`src/core/phm_pkg.sv`:
```
`default_nettype none
package phm_pkg;
    // Port widths
    localparam int PHM_H_W = 7;
    localparam int PHM_J_W = 4;
    localparam int PHM_K_W = 7;
    localparam int PHM_M_W = 4;
    // Port J packed bit positions: pins 0,1,6,7
    localparam int PHM_J_P0 = 0;
    localparam int PHM_J_P1 = 1;
    localparam int PHM_J_P6 = 2;
    localparam int PHM_J_P7 = 3;
    // Port K packed positions: bits 5..0 address, bit 6 holds pin 7
    localparam int PHM_K_CS = 6;
    localparam int PHM_EXPANDED_BUS_UPPER_ADDRESS_W = 6;
    // Port M packed positions: pins 4..7 at 0..3
    localparam int PHM_M_P4 = 0;
    localparam int PHM_M_P5 = 1;
    // Reset values
    localparam logic PHM_FLASH_MAP_RST = 1'h0;
    localparam logic PHM_CS_IDLE_N = 1'h1;
    // Pin function selects for multi-role pins
    typedef enum logic [1:0] {
        PHM_FN_GPIO = 2'b00,
        PHM_FN_ALT_A = 2'b01,
        PHM_FN_ALT_B = 2'b10
    } phm_fn_e;
endpackage
`default_nettype wire

```
`src/core/phm_pad_if.sv`:
```
`default_nettype none
// One group of pads between the mux and its pad cells
interface phm_pad_if #(parameter int W = 4);
    logic [W-1:0] gp_out;
    logic [W-1:0] gp_dir;
    logic [W-1:0] alt_out;
    logic [W-1:0] alt_dir;
    logic [W-1:0] alt_en;
    logic [W-1:0] pin_out;
    logic [W-1:0] pin_oe_n;
    modport mux (input gp_out, gp_dir, alt_out, alt_dir, alt_en, output pin_out, pin_oe_n);
    modport ctl (output gp_out, gp_dir, alt_out, alt_dir, alt_en, input pin_out, pin_oe_n);
endinterface
`default_nettype wire

```
`src/core/phm_pad_mux.sv`:
```
`default_nettype none
module phm_pad_mux #(
    parameter int W = 4
) (
    input wire logic clk, // Bus clock
    input wire logic srst, // Sync reset
    phm_pad_if.mux pads // Pad group
);
    logic [W-1:0] out_next;
    logic [W-1:0] oe_n_next;
    logic [W-1:0] out_reg;
    logic [W-1:0] oe_n_reg;
    // Alternate function wins over general-purpose setting per pin
    assign out_next = (pads.alt_en & pads.alt_out) | (~pads.alt_en & pads.gp_out);
    assign oe_n_next = ~((pads.alt_en & pads.alt_dir) | (~pads.alt_en & pads.gp_dir));
    // Registered so every pad drive comes from a flop; all pads input at reset
    always_ff @(posedge clk) begin
        if (srst) begin
            out_reg <= '0;
            oe_n_reg <= '1;
        end else begin
            out_reg <= out_next;
            oe_n_reg <= oe_n_next;
        end
    end
    assign pads.pin_out = out_reg;
    assign pads.pin_oe_n = oe_n_reg;
endmodule // phm_pad_mux
`default_nettype wire

```
`src/core/phm_wake_det.sv`:
```
`default_nettype none
module phm_wake_det #(
    parameter int W = 7
) (
    input wire logic clk, // Bus clock
    input wire logic srst, // Sync reset
    input wire logic [W-1:0] pin_in, // Pin levels
    input wire logic [W-1:0] wake_en, // Per-pin enable
    input wire logic [W-1:0] wake_rise, // 1 = rising edge, 0 = falling
    input wire logic [W-1:0] flag_clr, // Write-one-to-clear
    output logic [W-1:0] flag // Sticky wake flags
);
    logic [W-1:0] last_reg;
    logic [W-1:0] flag_reg;
    logic [W-1:0] edge_hit;
    logic [W-1:0] flag_next;
    // Edge of selected polarity on an enabled pin
    assign edge_hit = wake_en & ((wake_rise & pin_in & ~last_reg)
        | (~wake_rise & ~pin_in & last_reg));
    // New edge beats a clear in the same cycle
    assign flag_next = (flag_reg & ~flag_clr) | edge_hit;
    // Edge memory follows the pad in reset, so a pin idling high gives no false edge
    always_ff @(posedge clk) begin
        if (srst) begin
            last_reg <= pin_in;
            flag_reg <= '0;
        end else begin
            last_reg <= pin_in;
            flag_reg <= flag_next;
        end
    end
    assign flag = flag_reg;
endmodule // phm_wake_det
`default_nettype wire

```
`src/core/phm_port_mux.sv`:
```
`default_nettype none
// What this block does
// - Port H pins 0 to 6 are general I/O and each may raise a wake-up from stop or wait.
// - Port J pins 1 and 0 are general I/O and each may raise a wake-up interrupt.
// - Port J pin 7 is general I/O with wake-up, or the I2C clock, or the CAN transmit.
// - Port J pin 6 is general I/O with wake-up, or the I2C data, or the CAN receive.
// - Port K pin 7 is general I/O alone, but in expanded modes drives the low-true chip select.
// - At reset release the level of port K pin 7 is captured into the flash map enable bit.
// - Port K pins 5 to 0 are general I/O, or in expanded modes address bits 19 to 14.
// - Port M pins 7 and 6 are general I/O only.
// - Port M pin 5 is general I/O, or the CAN transmit, or the SPI clock.
// - Port M pin 4 is general I/O, CAN receive, or SPI MOSI, output as master, input as slave.
module phm_port_mux
    import phm_pkg::*;
(
    input wire logic clk, // 25 MHz bus clock
    input wire logic srst, // Sync reset, high
    input wire logic expanded_mode, // Expanded bus modes active
    // General-purpose port data and direction (1 = output)
    input wire logic [PHM_H_W-1:0] port_h_out, // Port H data
    input wire logic [PHM_H_W-1:0] port_h_dir, // Port H direction
    input wire logic [PHM_J_W-1:0] port_j_out, // Port J data (7,6,1,0)
    input wire logic [PHM_J_W-1:0] port_j_dir, // Port J direction
    input wire logic [PHM_K_W-1:0] port_k_out, // Port K data (bit 6 is pin 7)
    input wire logic [PHM_K_W-1:0] port_k_dir, // Port K direction
    input wire logic [PHM_M_W-1:0] port_m_out, // Port M data (7..4)
    input wire logic [PHM_M_W-1:0] port_m_dir, // Port M direction
    // Wake-up controls
    input wire logic [PHM_H_W-1:0] port_h_wake_en, // Port H wake enable
    input wire logic [PHM_H_W-1:0] port_h_wake_rise, // Port H edge polarity
    input wire logic [PHM_H_W-1:0] port_h_wake_clr, // Port H flag clear
    input wire logic [PHM_J_W-1:0] port_j_wake_en, // Port J wake enable
    input wire logic [PHM_J_W-1:0] port_j_wake_rise, // Port J edge polarity
    input wire logic [PHM_J_W-1:0] port_j_wake_clr, // Port J flag clear
    // Function selects
    input wire logic [1:0] pj7_fn_sel, // Pin J7: gpio, I2C, CAN
    input wire logic [1:0] pj6_fn_sel, // Pin J6: gpio, I2C, CAN
    input wire logic [1:0] pm5_fn_sel, // Pin M5: gpio, CAN, SPI
    input wire logic [1:0] pm4_fn_sel, // Pin M4: gpio, CAN, SPI
    // Peripheral sides
    input wire logic i2c_scl_drive_low, // I2C clock pull-down
    input wire logic i2c_sda_drive_low, // I2C data pull-down
    input wire logic can_transmit_out, // CAN controller zero transmit
    input wire logic spi_sck_out, // SPI clock out
    input wire logic spi_sck_oe, // SPI drives clock (master)
    input wire logic spi_mosi_out, // SPI MOSI data out
    input wire logic spi_master, // SPI master mode
    input wire logic emulation_cs_active, // Emulation access in progress
    input wire logic [PHM_EXPANDED_BUS_UPPER_ADDRESS_W-1:0] expanded_bus_upper_address, // Address 19..14
    // Pad inputs
    input wire logic [PHM_H_W-1:0] port_h_pin_in, // Port H pad levels
    input wire logic [PHM_J_W-1:0] port_j_pin_in, // Port J pad levels
    input wire logic [PHM_K_W-1:0] port_k_pin_in, // Port K pad levels
    input wire logic [PHM_M_W-1:0] port_m_pin_in, // Port M pad levels
    // Pad outputs; enables low while driving
    output logic [PHM_H_W-1:0] port_h_pin_out, // Port H drive
    output logic [PHM_H_W-1:0] port_h_pin_oe_n, // Port H enable
    output logic [PHM_J_W-1:0] port_j_pin_out, // Port J drive
    output logic [PHM_J_W-1:0] port_j_pin_oe_n, // Port J enable
    output logic [PHM_K_W-1:0] port_k_pin_out, // Port K drive
    output logic [PHM_K_W-1:0] port_k_pin_oe_n, // Port K enable
    output logic [PHM_M_W-1:0] port_m_pin_out, // Port M drive
    output logic [PHM_M_W-1:0] port_m_pin_oe_n, // Port M enable
    // Peripheral and status outputs
    output logic i2c_scl_in, // I2C clock level
    output logic i2c_sda_in, // I2C data level
    output logic can_receive_in, // CAN controller zero receive
    output logic spi_sck_in, // SPI clock in (slave)
    output logic spi_mosi_in, // SPI MOSI in (slave)
    output logic [PHM_H_W-1:0] port_h_wake_input, // Port H wake flags
    output logic [PHM_J_W-1:0] port_j_wake_input, // Port J wake flags
    output logic wake_request, // Any wake flag set
    output logic flash_map_enable_bit // Strap latched at reset
);
    ////////////////////////////////////////////////////////////////////////////
    // Function decode
    phm_fn_e j7_fn, j6_fn, m5_fn, m4_fn;
    assign j7_fn = phm_fn_e'(pj7_fn_sel);
    assign j6_fn = phm_fn_e'(pj6_fn_sel);
    assign m5_fn = phm_fn_e'(pm5_fn_sel);
    assign m4_fn = phm_fn_e'(pm4_fn_sel);

    // One select code against one role; used for all four shared pins
    function automatic logic fn_is(input phm_fn_e f, input phm_fn_e want);
        fn_is = (f == want);
    endfunction

    wire j7_i2c = fn_is(j7_fn, PHM_FN_ALT_A);
    wire j7_can = fn_is(j7_fn, PHM_FN_ALT_B);
    wire j6_i2c = fn_is(j6_fn, PHM_FN_ALT_A);
    wire j6_can = fn_is(j6_fn, PHM_FN_ALT_B);
    wire m5_can = fn_is(m5_fn, PHM_FN_ALT_A);
    wire m5_spi = fn_is(m5_fn, PHM_FN_ALT_B);
    wire m4_can = fn_is(m4_fn, PHM_FN_ALT_A);
    wire m4_spi = fn_is(m4_fn, PHM_FN_ALT_B);

    ////////////////////////////////////////////////////////////////////////////
    // Port H: general I/O only, no alternate role
    phm_pad_if #(.W(PHM_H_W)) h_if ();
    assign h_if.gp_out = port_h_out;
    assign h_if.gp_dir = port_h_dir;
    assign h_if.alt_out = '0;
    assign h_if.alt_dir = '0;
    assign h_if.alt_en = '0;
    phm_pad_mux #(.W(PHM_H_W)) u_h_mux (.clk(clk), .srst(srst), .pads(h_if.mux));
    assign port_h_pin_out = h_if.pin_out;
    assign port_h_pin_oe_n = h_if.pin_oe_n;

    ////////////////////////////////////////////////////////////////////////////
    // Port J: I2C is open drain, so it only drives low and releases otherwise
    logic [PHM_J_W-1:0] j_alt_out, j_alt_dir, j_alt_en;
    assign j_alt_en = {j7_i2c | j7_can, j6_i2c | j6_can, 2'h0};
    assign j_alt_out = {j7_can & can_transmit_out, 1'h0, 2'h0};
    assign j_alt_dir = {j7_can | (j7_i2c & i2c_scl_drive_low),
        j6_i2c & i2c_sda_drive_low, 2'h0};
    phm_pad_if #(.W(PHM_J_W)) j_if ();
    assign j_if.gp_out = port_j_out;
    assign j_if.gp_dir = port_j_dir;
    assign j_if.alt_out = j_alt_out;
    assign j_if.alt_dir = j_alt_dir;
    assign j_if.alt_en = j_alt_en;
    phm_pad_mux #(.W(PHM_J_W)) u_j_mux (.clk(clk), .srst(srst), .pads(j_if.mux));
    assign port_j_pin_out = j_if.pin_out;
    assign port_j_pin_oe_n = j_if.pin_oe_n;

    ////////////////////////////////////////////////////////////////////////////
    // Port K: expanded modes take the whole port for the external bus
    logic [PHM_K_W-1:0] k_alt_out;
    assign k_alt_out = {~emulation_cs_active, expanded_bus_upper_address};
    phm_pad_if #(.W(PHM_K_W)) k_if ();
    assign k_if.gp_out = port_k_out;
    assign k_if.gp_dir = port_k_dir;
    assign k_if.alt_out = k_alt_out;
    assign k_if.alt_dir = '1;
    assign k_if.alt_en = {PHM_K_W{expanded_mode}};
    phm_pad_mux #(.W(PHM_K_W)) u_k_mux (.clk(clk), .srst(srst), .pads(k_if.mux));
    assign port_k_pin_out = k_if.pin_out;
    assign port_k_pin_oe_n = k_if.pin_oe_n;

    ////////////////////////////////////////////////////////////////////////////
    // Port M: pins 7 and 6 never leave general I/O
    logic [PHM_M_W-1:0] m_alt_out, m_alt_dir, m_alt_en;
    assign m_alt_en = {2'h0, m5_can | m5_spi, m4_can | m4_spi};
    assign m_alt_out = {2'h0, (m5_can & can_transmit_out) | (m5_spi & spi_sck_out),
        m4_spi & spi_mosi_out};
    assign m_alt_dir = {2'h0, m5_can | (m5_spi & spi_sck_oe), m4_spi & spi_master};
    phm_pad_if #(.W(PHM_M_W)) m_if ();
    assign m_if.gp_out = port_m_out;
    assign m_if.gp_dir = port_m_dir;
    assign m_if.alt_out = m_alt_out;
    assign m_if.alt_dir = m_alt_dir;
    assign m_if.alt_en = m_alt_en;
    phm_pad_mux #(.W(PHM_M_W)) u_m_mux (.clk(clk), .srst(srst), .pads(m_if.mux));
    assign port_m_pin_out = m_if.pin_out;
    assign port_m_pin_oe_n = m_if.pin_oe_n;

    ////////////////////////////////////////////////////////////////////////////
    // Wake-up detectors; edges only, so a held level does not retrigger
    phm_wake_det #(.W(PHM_H_W)) u_h_wake (
        .clk(clk),
        .srst(srst),
        .pin_in(port_h_pin_in),
        .wake_en(port_h_wake_en),
        .wake_rise(port_h_wake_rise),
        .flag_clr(port_h_wake_clr),
        .flag(port_h_wake_input)
    );
    phm_wake_det #(.W(PHM_J_W)) u_j_wake (
        .clk(clk),
        .srst(srst),
        .pin_in(port_j_pin_in),
        .wake_en(port_j_wake_en),
        .wake_rise(port_j_wake_rise),
        .flag_clr(port_j_wake_clr),
        .flag(port_j_wake_input)
    );

    ////////////////////////////////////////////////////////////////////////////
    // Peripheral inputs; unselected I2C and CAN inputs idle high, unselected SPI inputs idle low
    logic scl_next, sda_next, canrx_next, sck_next, mosi_next, wake_next;
    assign scl_next = j7_i2c ? port_j_pin_in[PHM_J_P7] : 1'h1;
    assign sda_next = j6_i2c ? port_j_pin_in[PHM_J_P6] : 1'h1;
    assign canrx_next = j6_can ? port_j_pin_in[PHM_J_P6] :
        m4_can ? port_m_pin_in[PHM_M_P4] : 1'h1;
    assign sck_next = m5_spi ? port_m_pin_in[PHM_M_P5] : 1'h0;
    assign mosi_next = (m4_spi & ~spi_master) ? port_m_pin_in[PHM_M_P4] : 1'h0;
    assign wake_next = (|port_h_wake_input) | (|port_j_wake_input);

    logic scl_reg, sda_reg, canrx_reg, sck_reg, mosi_reg, wake_reg;
    always_ff @(posedge clk) begin
        if (srst) begin
            scl_reg <= 1'h1;
            sda_reg <= 1'h1;
            canrx_reg <= 1'h1;
            sck_reg <= 1'h0;
            mosi_reg <= 1'h0;
            wake_reg <= 1'h0;
        end else begin
            scl_reg <= scl_next;
            sda_reg <= sda_next;
            canrx_reg <= canrx_next;
            sck_reg <= sck_next;
            mosi_reg <= mosi_next;
            wake_reg <= wake_next;
        end
    end
    assign i2c_scl_in = scl_reg;
    assign i2c_sda_in = sda_reg;
    assign can_receive_in = canrx_reg;
    assign spi_sck_in = sck_reg;
    assign spi_mosi_in = mosi_reg;
    assign wake_request = wake_reg;

    ////////////////////////////////////////////////////////////////////////////
    // Strap capture: first clocked edge after reset falls; pad still input then
    logic srst_d_reg, flash_map_reg;
    wire flash_map_strap = port_k_pin_in[PHM_K_CS];
    always_ff @(posedge clk) begin
        srst_d_reg <= srst;
        if (srst) begin
            flash_map_reg <= PHM_FLASH_MAP_RST;
        end else if (srst_d_reg) begin
            flash_map_reg <= flash_map_strap;
        end
    end
    assign flash_map_enable_bit = flash_map_reg;
endmodule // phm_port_mux
`default_nettype wire

```
`config.mk`:
```
export PLATFORM = sky130hd
export DESIGN_NAME = phm_port_mux
export DESIGN_NICKNAME = d
export VERILOG_FILES = /design/src/core/phm_pkg.sv /design/src/core/phm_pad_if.sv /design/src/core/phm_pad_mux.sv /design/src/core/phm_wake_det.sv /design/src/core/phm_port_mux.sv
export SDC_FILE = /design/constraint.sdc
export NUM_CORES = 1
export LEC_CHECK = 0
export ABC_AREA = 1
export BUFFER_PORTS_ARGS = -buffer_cell sky130_fd_sc_hd__buf_4
export CORE_MARGIN = 2
export CORE_UTILIZATION = 40
export DETAILED_ROUTE_END_ITERATION = 10
export PLACE_DENSITY = 0.79
export SYNTH_ARGS = -nofsm -noshare
export SYNTH_HDL_FRONTEND = slang
export SYNTH_SLANG_ARGS = --single-unit
```
`constraint.sdc`:
```
create_clock -name clk -period 1 [get_ports clk]
set_clock_uncertainty 0.05 [all_clocks]
set_input_delay 0.05 -clock clk [delete_from_list [all_inputs] [get_ports clk]]
set_output_delay 0.05 -clock clk [all_outputs]
set_load 0.01 [all_outputs]
```
Word-level counts from Yosys, hierarchy flattened
Cells that the tools add are included.
Storage, ports and cells
  logic and storage cells: 107
  input port bits: 124
  output and inout bits: 62
  register bits: 74
Operators by class
  equality and inequality tests: 8
  bitwise operators: 71
  reduce and logical (&&, ||, !) cells: 6
  muxes and demuxes: 2
Operators with widths (number)
  $and A7 B7 Y7: 9
  $not A7 Y7: 7
  $and A4 B4 Y4: 12
  $not A4 Y4: 7
  $or A7 B7 Y7: 4
  $or A4 B4 Y4: 6
  $and A1 B1 Y1: 9
  $eq A2 B1 Y1 const B: 4
  $eq A2 B2 Y1 const B: 4
  $or A1 B1 Y1: 8
  $reduce_or A2 Y1: 4
  $reduce_or A7 Y1: 1
  $not A1 Y1: 6
  $and A2 B2 Y2: 2
  $not A2 Y4: 1
  $reduce_or A4 Y1: 1
  $mux W1: 2

Depth between registers and ports, before layout
Gate-level depths: netlist of run 1.
  depth after elaboration: 6
  gate-level depth with buffers: 5
  gate-level depth less buffers: 5

By module
A second synthesis of run 1 with hierarchy kept.
Unflattened totals
  cell total of the unflattened synthesis: 469
  area, all modules: 3168.0 um2
By module, submodules not included
  phm_pad_mux (u_h_mux ...): cells an instance 93, area each 603.1 um2, times used 2, seq. area each 280.3 um2
  phm_pad_mux (u_j_mux ...): cells an instance 53, area each 334.1 um2, times used 2, seq. area each 160.2 um2
  phm_wake_det (u_h_wake): cells an instance 70, area each 516.7 um2, times used 1, seq. area each 280.3 um2
  phm_port_mux: cells an instance 67, area each 481.7 um2, times used 1, seq. area each 160.2 um2
  phm_wake_det (u_j_wake): cells an instance 40, area each 295.3 um2, times used 1, seq. area each 160.2 um2

Least setup slack after synthesis of run 1
Ideal clock, no wire load.
  path type: flip-flop to flip-flop
  from: reg u_h_wake.flag_reg[6] (netlist: u_h_wake.flag[6])
  to: reg u_h_wake.flag_reg[6] (netlist: u_h_wake.flag[6])
  period minus slack after synthesis: 0.915 ns
  arrival: 0.799 ns
  required time: 0.884 ns
  setup slack: 0.085 ns
  stages on the path, launching flop included: 4
  path buffers: 0
  setup time: 0.066 ns
  cell sequence: dfxtp_1 inv_1 or2_2 a21oi_2
Between the ends
  longest elaborated chain between the ends: 2
RTL lines
  from (decl): line phm_wake_det.sv:14  | logic [W-1:0] flag_reg;
  from (signal assigned): line phm_wake_det.sv:29  | flag_reg <= flag_next;
  $and A7 B7 Y7: line phm_wake_det.sv:21  | assign flag_next = (flag_reg & ~flag_clr) | edge_hit;
  $or A7 B7 Y7: line phm_wake_det.sv:21
No other way between the ends.
A chain may end at the register's enable or synchronous reset.

Worst setup path after layout of run 1
  from: in port_h_pin_in[5]
  to: reg u_h_wake.flag_reg[5] (netlist: u_h_wake.flag[5])
Between the ends
  longest elaborated chain between the ends: 6
  elaborated cells between the ends (all ways): 8
  those cells by class: bitwise: 8
RTL lines
  from (decl): line phm_port_mux.sv:51  | input wire logic [PHM_H_W-1:0] port_h_pin_in,
  $not A7 Y7: line phm_wake_det.sv:19  | | (~wake_rise & ~pin_in & last_reg));
  $and A7 B7 Y7 (2 in a row): line phm_wake_det.sv:19
  $or A7 B7 Y7 *: line phm_wake_det.sv:19
  $and A7 B7 Y7 *: line phm_wake_det.sv:18  | assign edge_hit = wake_en & ((wake_rise & pin_in & ~last_reg)
  $or A7 B7 Y7 *: line phm_wake_det.sv:21
Mark *: on every way between the ends. The rest lies on a longest branch, timed or not.

==> results.cfg, run 1 <==
[status]
status = finished, violations left
violations = negative hold slack

[detailed_routing]
wirelength_mm = 10.1
wl_per_cell_microns = 15.1
drt_iter0_markers = 77
vias_per_cell = 4.65
ant_nets = 0
drc = 0
firstDrtPassIters = 4
num_vias = 3099

[timing]
hold_viol_final = 2
fin_setup_tns_ns = 0
whs_ns = -0.0103
slew_violations = 0
worst_pin_slew_ns = 0.394
fin_crit_sh_pct = 96.4
grt_setup_unrepaired = no
max_freq_mhz = 1040
layout_min_cycle_time_ns = 0.964
setup_viol = 0
worst_slew_margin_rel_pct = 73.7

[die]
die_w_microns = 83.8
dieHeight_microns = 83.8
pin_count = 186
coreArea_sq_um = 6240
start_util_pct = 40.8
die_area_sq_um = 7030
rows = 29

[grt]
grt_usage_pct = 28.6
grt_pass1_wl_mm = 15.8
gr-total-overflow = 0
grt_max_degree = 27
antenna_found_initial = 0
grt_pass1_vias = 3424

[placed_design]
hpwl_mm = 5.37
io_buffer_count = 177
dpl-instance-area_sq_um = 3950
gp_congestion = 0.746

[cells_and_area]
antenna_cells = 0
syn2layout_area_growth_pct = 102
drive_gt1_share_pct = 34.2
stdcell_area_sq_um = 5150
final_nets = 717
final_util_pct = 82.6

[worst_setup_path]
worst-path-buf-inv = 2
r2r-start = u_h_wake.flag[6]
arrival_ns = 1.17
cp-start-kind = input port
setup.worst_path.end_class = flip-flop
cpLargestDelayFamily = buffers and inverters
required_ns = 1.21
path_cells = dlygate4sd3_1 > buf_4 > o21ai_0 > nand3_1 > a21oi_1
startpoint = port_h_pin_in[5]
crit_fanout = 3
worstSetupPathType = input port to flip-flop
crit_slowest_cell = dlygate4sd3_1
cp_slowest_stage_delay_ns = 0.53

[synthesis]
synth_most_common_cell = dfxtp_1
ys_warn_count = 0
synth-edff-count = 0
yosysUniqueCellTypes = 20
seq_area_frac_synth_pct = 58.1
synth_top_cell_by_area = dfxtp_1
ys.flop_type = dfxtp_1
syn_avg_cell_area_sq_um = 8.55
synth_nets = 430
synth_top_area_share_pct = 58.1
yosys-top-cells-count = 74 x dfxtp_1, 54 x nand2_1, 48 x inv_1
netlist_area_sq_um = 2550
yosys-top-cells-area = dfxtp_1 58%, nand2_1 8.0%, inv_1 7.1%
synth.ff_latch_count = 74
async_reset_ff_share_pct = 0
netlist_instances = 298

[clock_network]
root_buffer = clkbuf_8
clk_path_buf_depth = 2
cts_max_level = 3
cts_tree = yes
insertion_delay_ns = 0.33
numClockSinks = 74
path_clk_slew_ns = 0.07
cts_setup_buffers = 0
numCtsBuffers = 9

[min_path]
hold_start = port_h_wake_rise[0]
hold_class = input port to flip-flop

[power]
leakagePower_nw = 2.60
ir_drop_mv = 0.874
p_per_area_nw_per_um2 = 1290

[flow_run]
timing.max_cap.violations = 0
cell families (layout without fill, tap and decap cells):
family,count (synthesis),count (layout),share of synthesized area [%]
AOI/OAI and AO/OA,57,57,11.8
adders and majority gates,8,8,3.93
buffers and inverters,56,348,9.67
DFF,74,74,58.1
and+or+nand+nor,103,103,16.4
final timing paths:
path                       to  slack [ns]  cells after the start
max          u_h_wake.flag[5]        0.04                      5
min          u_h_wake.flag[0]       -0.01                      4
max reg2reg  u_h_wake.flag[6]        0.11                      3
min reg2reg  u_h_wake.flag[0]        0.44                      2
tightest hold or removal path: stages:
cell	delay (ns)
buf_4	0.08
o21ai_0	0.06
nand3_1	0.07
a21oi_1	0.05
power breakdown:
part / leakage [nW] / internal, W / switching (W)
Sequential: 0.617 / 0.00313 / 0.0000772
Clock: 0.0851 / 0.000957 / 0.00106
Combinational: 1.90 / 0.000866 / 0.000562
Total: 2.60 / 0.00495 / 0.00170
metal layers:
layer / vias to the layer above / part of all wire (%) / global-route usage, %
li1: 1497 / - / -
met1: 1380 / 35 / 27.9
met2: 175 / 52 / 51.9
met3: 47 / 8.6 / 10.5
met4: 0 / 4.7 / 15.8
met5: - / 0 / 0
repair_timing:
item / in CTS / in global routing
endpoints found under the hold margin: 74 / 9
resized for setup: 0 / 3
setup endpoints to repair: 0 / 6
hold buffers: 100 / 3
per-stage QoR:
step	power, W	setup WS (ns)	std cells
finish	0.00665	0.0356	667
global route	0.00694	0.00375	667
CTS	0.00658	0.0591	664
detailed placement	0.00429	0.0765	548
global placement	0.00426	0.127	548
floorplan	0.00362	0.0848	298
cells in the final DEF, fill, tap and decap left out, drive strengths merged:
cell type,count
buf,180
nor3,1
nand3b,2
or2,1
o21ai,31
dfxtp,74
inv,49
a21oi,24
clkinv,3
clkbuf,11
and2,1
nand3,11
ha,8
o211ai,2
nor2,33
dlygate4sd3,103
nand2,54
clkinvlp,2
layout make-up:
type	instances	area, sq um
repair buffers	283	2400
flip-flops and latches	74	1480
fillers	343	1090
multi-input cells	168	821
inverters	49	184
clock buffers	11	141
well taps	77	96.3
clock inverters	5	30.0
(Power assumes the default switching activity.)
==> run 2, diff against run 1 <==
--- a/config.mk
+++ b/config.mk
@@ -8,9 +8,10 @@
 export ABC_AREA = 1
 export BUFFER_PORTS_ARGS = -buffer_cell sky130_fd_sc_hd__buf_4
 export CORE_MARGIN = 2
-export CORE_UTILIZATION = 40
+export CORE_UTILIZATION = 44
 export DETAILED_ROUTE_END_ITERATION = 10
-export PLACE_DENSITY = 0.79
+export PLACE_DENSITY = 0.81
 export SYNTH_ARGS = -nofsm -noshare
 export SYNTH_HDL_FRONTEND = slang
+export SYNTH_HIERARCHICAL = 1
 export SYNTH_SLANG_ARGS = --single-unit
==> run 2 against run 1 <==
Compared with the run above: the flow now finishes without violations; via count is 32% higher; setup slack worse by 0.017 ns; hold slack better by 0.039 ns; register-to-register slack worse by 0.02 ns; largest power group unchanged.
==> results.cfg, run 2 <==
[synthesis]
synth.ff_latch_count = 74
synth_top_cell_by_area = dfxtp_1
synth_most_common_cell = inv_1
synth-edff-count = 0
syn_avg_cell_area_sq_um = 6.75
seq_area_frac_synth_pct = 46.8
netlist_area_sq_um = 3170
async_reset_ff_share_pct = 0
yosys-top-cells-count = 131 x inv_1, 127 x nand2_1, 74 x dfxtp_1
netlist_instances = 469
ys_warn_count = 6
ys.flop_type = dfxtp_1
synth_top_area_share_pct = 46.8
yosysUniqueCellTypes = 19
yosys-top-cells-area = dfxtp_1 47%, inv_1 16%, nand2_1 15%

[cells_and_area]
ff_latch_area_sq_um = 1490
final_nets = 961
multi_input_comb_area_sq_um = 1430
drive_gt1_share_pct = 24.9
fillers = 340
stdcell_count = 931
final_cell_mix = 176 x buf_4, 131 x inv_1, 127 x nand2_1, 101 x dlygate4sd3_1, 74 x conb_1
final_common_cell = buf_4
syn2layout_area_growth_pct = 93.3

[die]
start_util_pct = 46.1
dieHeight_microns = 88.9
rows = 30
die_w_microns = 88.9
pin_count = 186
die_area_sq_um = 7900
coreArea_sq_um = 6870

[detailed_routing]
ant_nets = 0
wirelength_mm = 12.2
drc = 0
wl_per_cell_microns = 13.1
firstDrtPassIters = 5
vias_per_cell = 4.39
drt_iter0_markers = 158
num_vias = 4084

[grt]
antenna_found_initial = 0
gr-total-overflow = 0
grt_pass1_wl_mm = 18.5
grt_usage_pct = 30.8
grt_max_degree = 29
grt_pass1_vias = 4196

[placed_design]
gp_congestion = 0.790
io_buffer_count = 177
hpwl_mm = 6.47
dp.cells = 813

[worst_setup_path]
required_ns = 1.21
cp-endpoint = u_j_wake/flag[1]
path_cells = dlygate4sd3_1 > buf_4 > o21ai_1 > nand3_1 > a21oi_1
setup.worst_path.end_class = flip-flop
rr_worst_depth = 4
r2r-start = u_h_wake/flag[1]
worstSetupPathType = input port to flip-flop
arrival_ns = 1.19
cp_slowest_stage_delay_ns = 0.55
cp-start-kind = input port
startpoint = port_j_pin_in[1]
rr_endpoint = wake_request
crit_slowest_cell = dlygate4sd3_1
r2r_slack_ns = 0.09
crit_fanout = 3

[clock_network]
insertion_delay_ns = 0.34
numCtsBuffers = 9
root_buffer = clkbuf_8
numClockSinks = 74
cts_tree = yes
clk_path_buf_depth = 2
path_clk_slew_ns = 0.07
cts_max_level = 3
cts_setup_buffers = 0

[power]
p_per_area_nw_per_um2 = 1230
leakagePower_nw = 3.37
ir_drop_mv = 1.04

[status]
status = finished, final reports clean

[timing]
setup_viol = 0
hold_viol_final = 0
layout_min_cycle_time_ns = 0.981
max_freq_mhz = 1020
fin_crit_sh_pct = 98.1
slew_violations = 0
whs_ns = 0.0290

[flow_run]
timing.max_cap.violations = 0

[min_path]
hold_class = input port to flip-flop
## run 2: power by group
part,switching [W],internal [W]
sequential,0.0000845,0.00314
clock,0.00112,0.00147
combinational,0.000756,0.000951
## run 2: final cells by class
cell class,count,share of cell area [%]
Clock buffer,11,2.31
Clock inverter,5,1.27
Antenna cell,1,0.0409
Timing Repair Buffer,279,38.5
Sequential cell,74,24.3
Inverter,135,8.36
Multi-Input combinational cell,330,23.3
Tap cell,96,1.96
## run 2: worst min path at each step
stage | start | endpoint | cells past startpoint
6_report | pj7_fn_sel[0] | i2c_scl_in | 3
5_1_grt | pj7_fn_sel[0] | i2c_scl_in | 3
4_1_cts | pj7_fn_sel[0] | i2c_scl_in | 3
3_5_place_dp | port_h_pin_in[2] | u_h_wake/last_reg[2] | 1
3_3_place_gp | port_h_pin_in[3] | u_h_wake/last_reg[3] | 1
2_1_floorplan | srst | srst_d_reg | 0
## run 2: through the flow
| step | setup TNS (ns) | power [W] | util (%) | cell area [sq um] | setup WS [ns] |
|---|---|---|---|---|---|
| floorplan | 0 | 0.00382 | - | 3440 | 0.205 |
| global placement | 0 | 0.00451 | 70.9 | 4870 | 0.0998 |
| detailed placement | 0 | 0.00455 | 70.9 | 4870 | 0.0528 |
| CTS | 0 | 0.00742 | 88.8 | 6100 | 0.0106 |
| global route | -0.00193 | 0.00788 | 89.1 | 6120 | -0.00193 |
| finish | 0 | 0.00752 | 89.1 | 6120 | 0.0191 |
## run 2: logic make-up (layout without fill, tap and decap cells)
logic type,after synthesis,after routing,share of synthesized area (%)
AND/OR/NAND/NOR,218,218,28.1
buffers and inverters,137,430,16.7
flip-flops,74,74,46.8
AO/OA/AOI/OAI,30,30,5.02
adder cells (fa/ha/maj),8,8,3.16
other,2,75,0.237
## run 2: layer usage
layer / track usage, % / share of wire [%] / vias to the layer above
li1: - / - / 2000
met1: 29.1 / 34 / 1782
met3: 10.7 / 8.1 / 76
met5: 0 / 0 / -
met2: 54.4 / 52 / 226
met4: 23.1 / 6.3 / 0
## run 2: critical path: cells and delay by family
family / cells / cell delay (ns)
simple gates: 1 / 0.12
buf+inv: 2 / 0.70
compound gates: 2 / 0.32
## run 2: repair_timing
action,CTS,global route
setup endpoints to repair,0,31
endpoints found under the hold margin,74,0
resized for setup,0,10
hold buffers,101,0
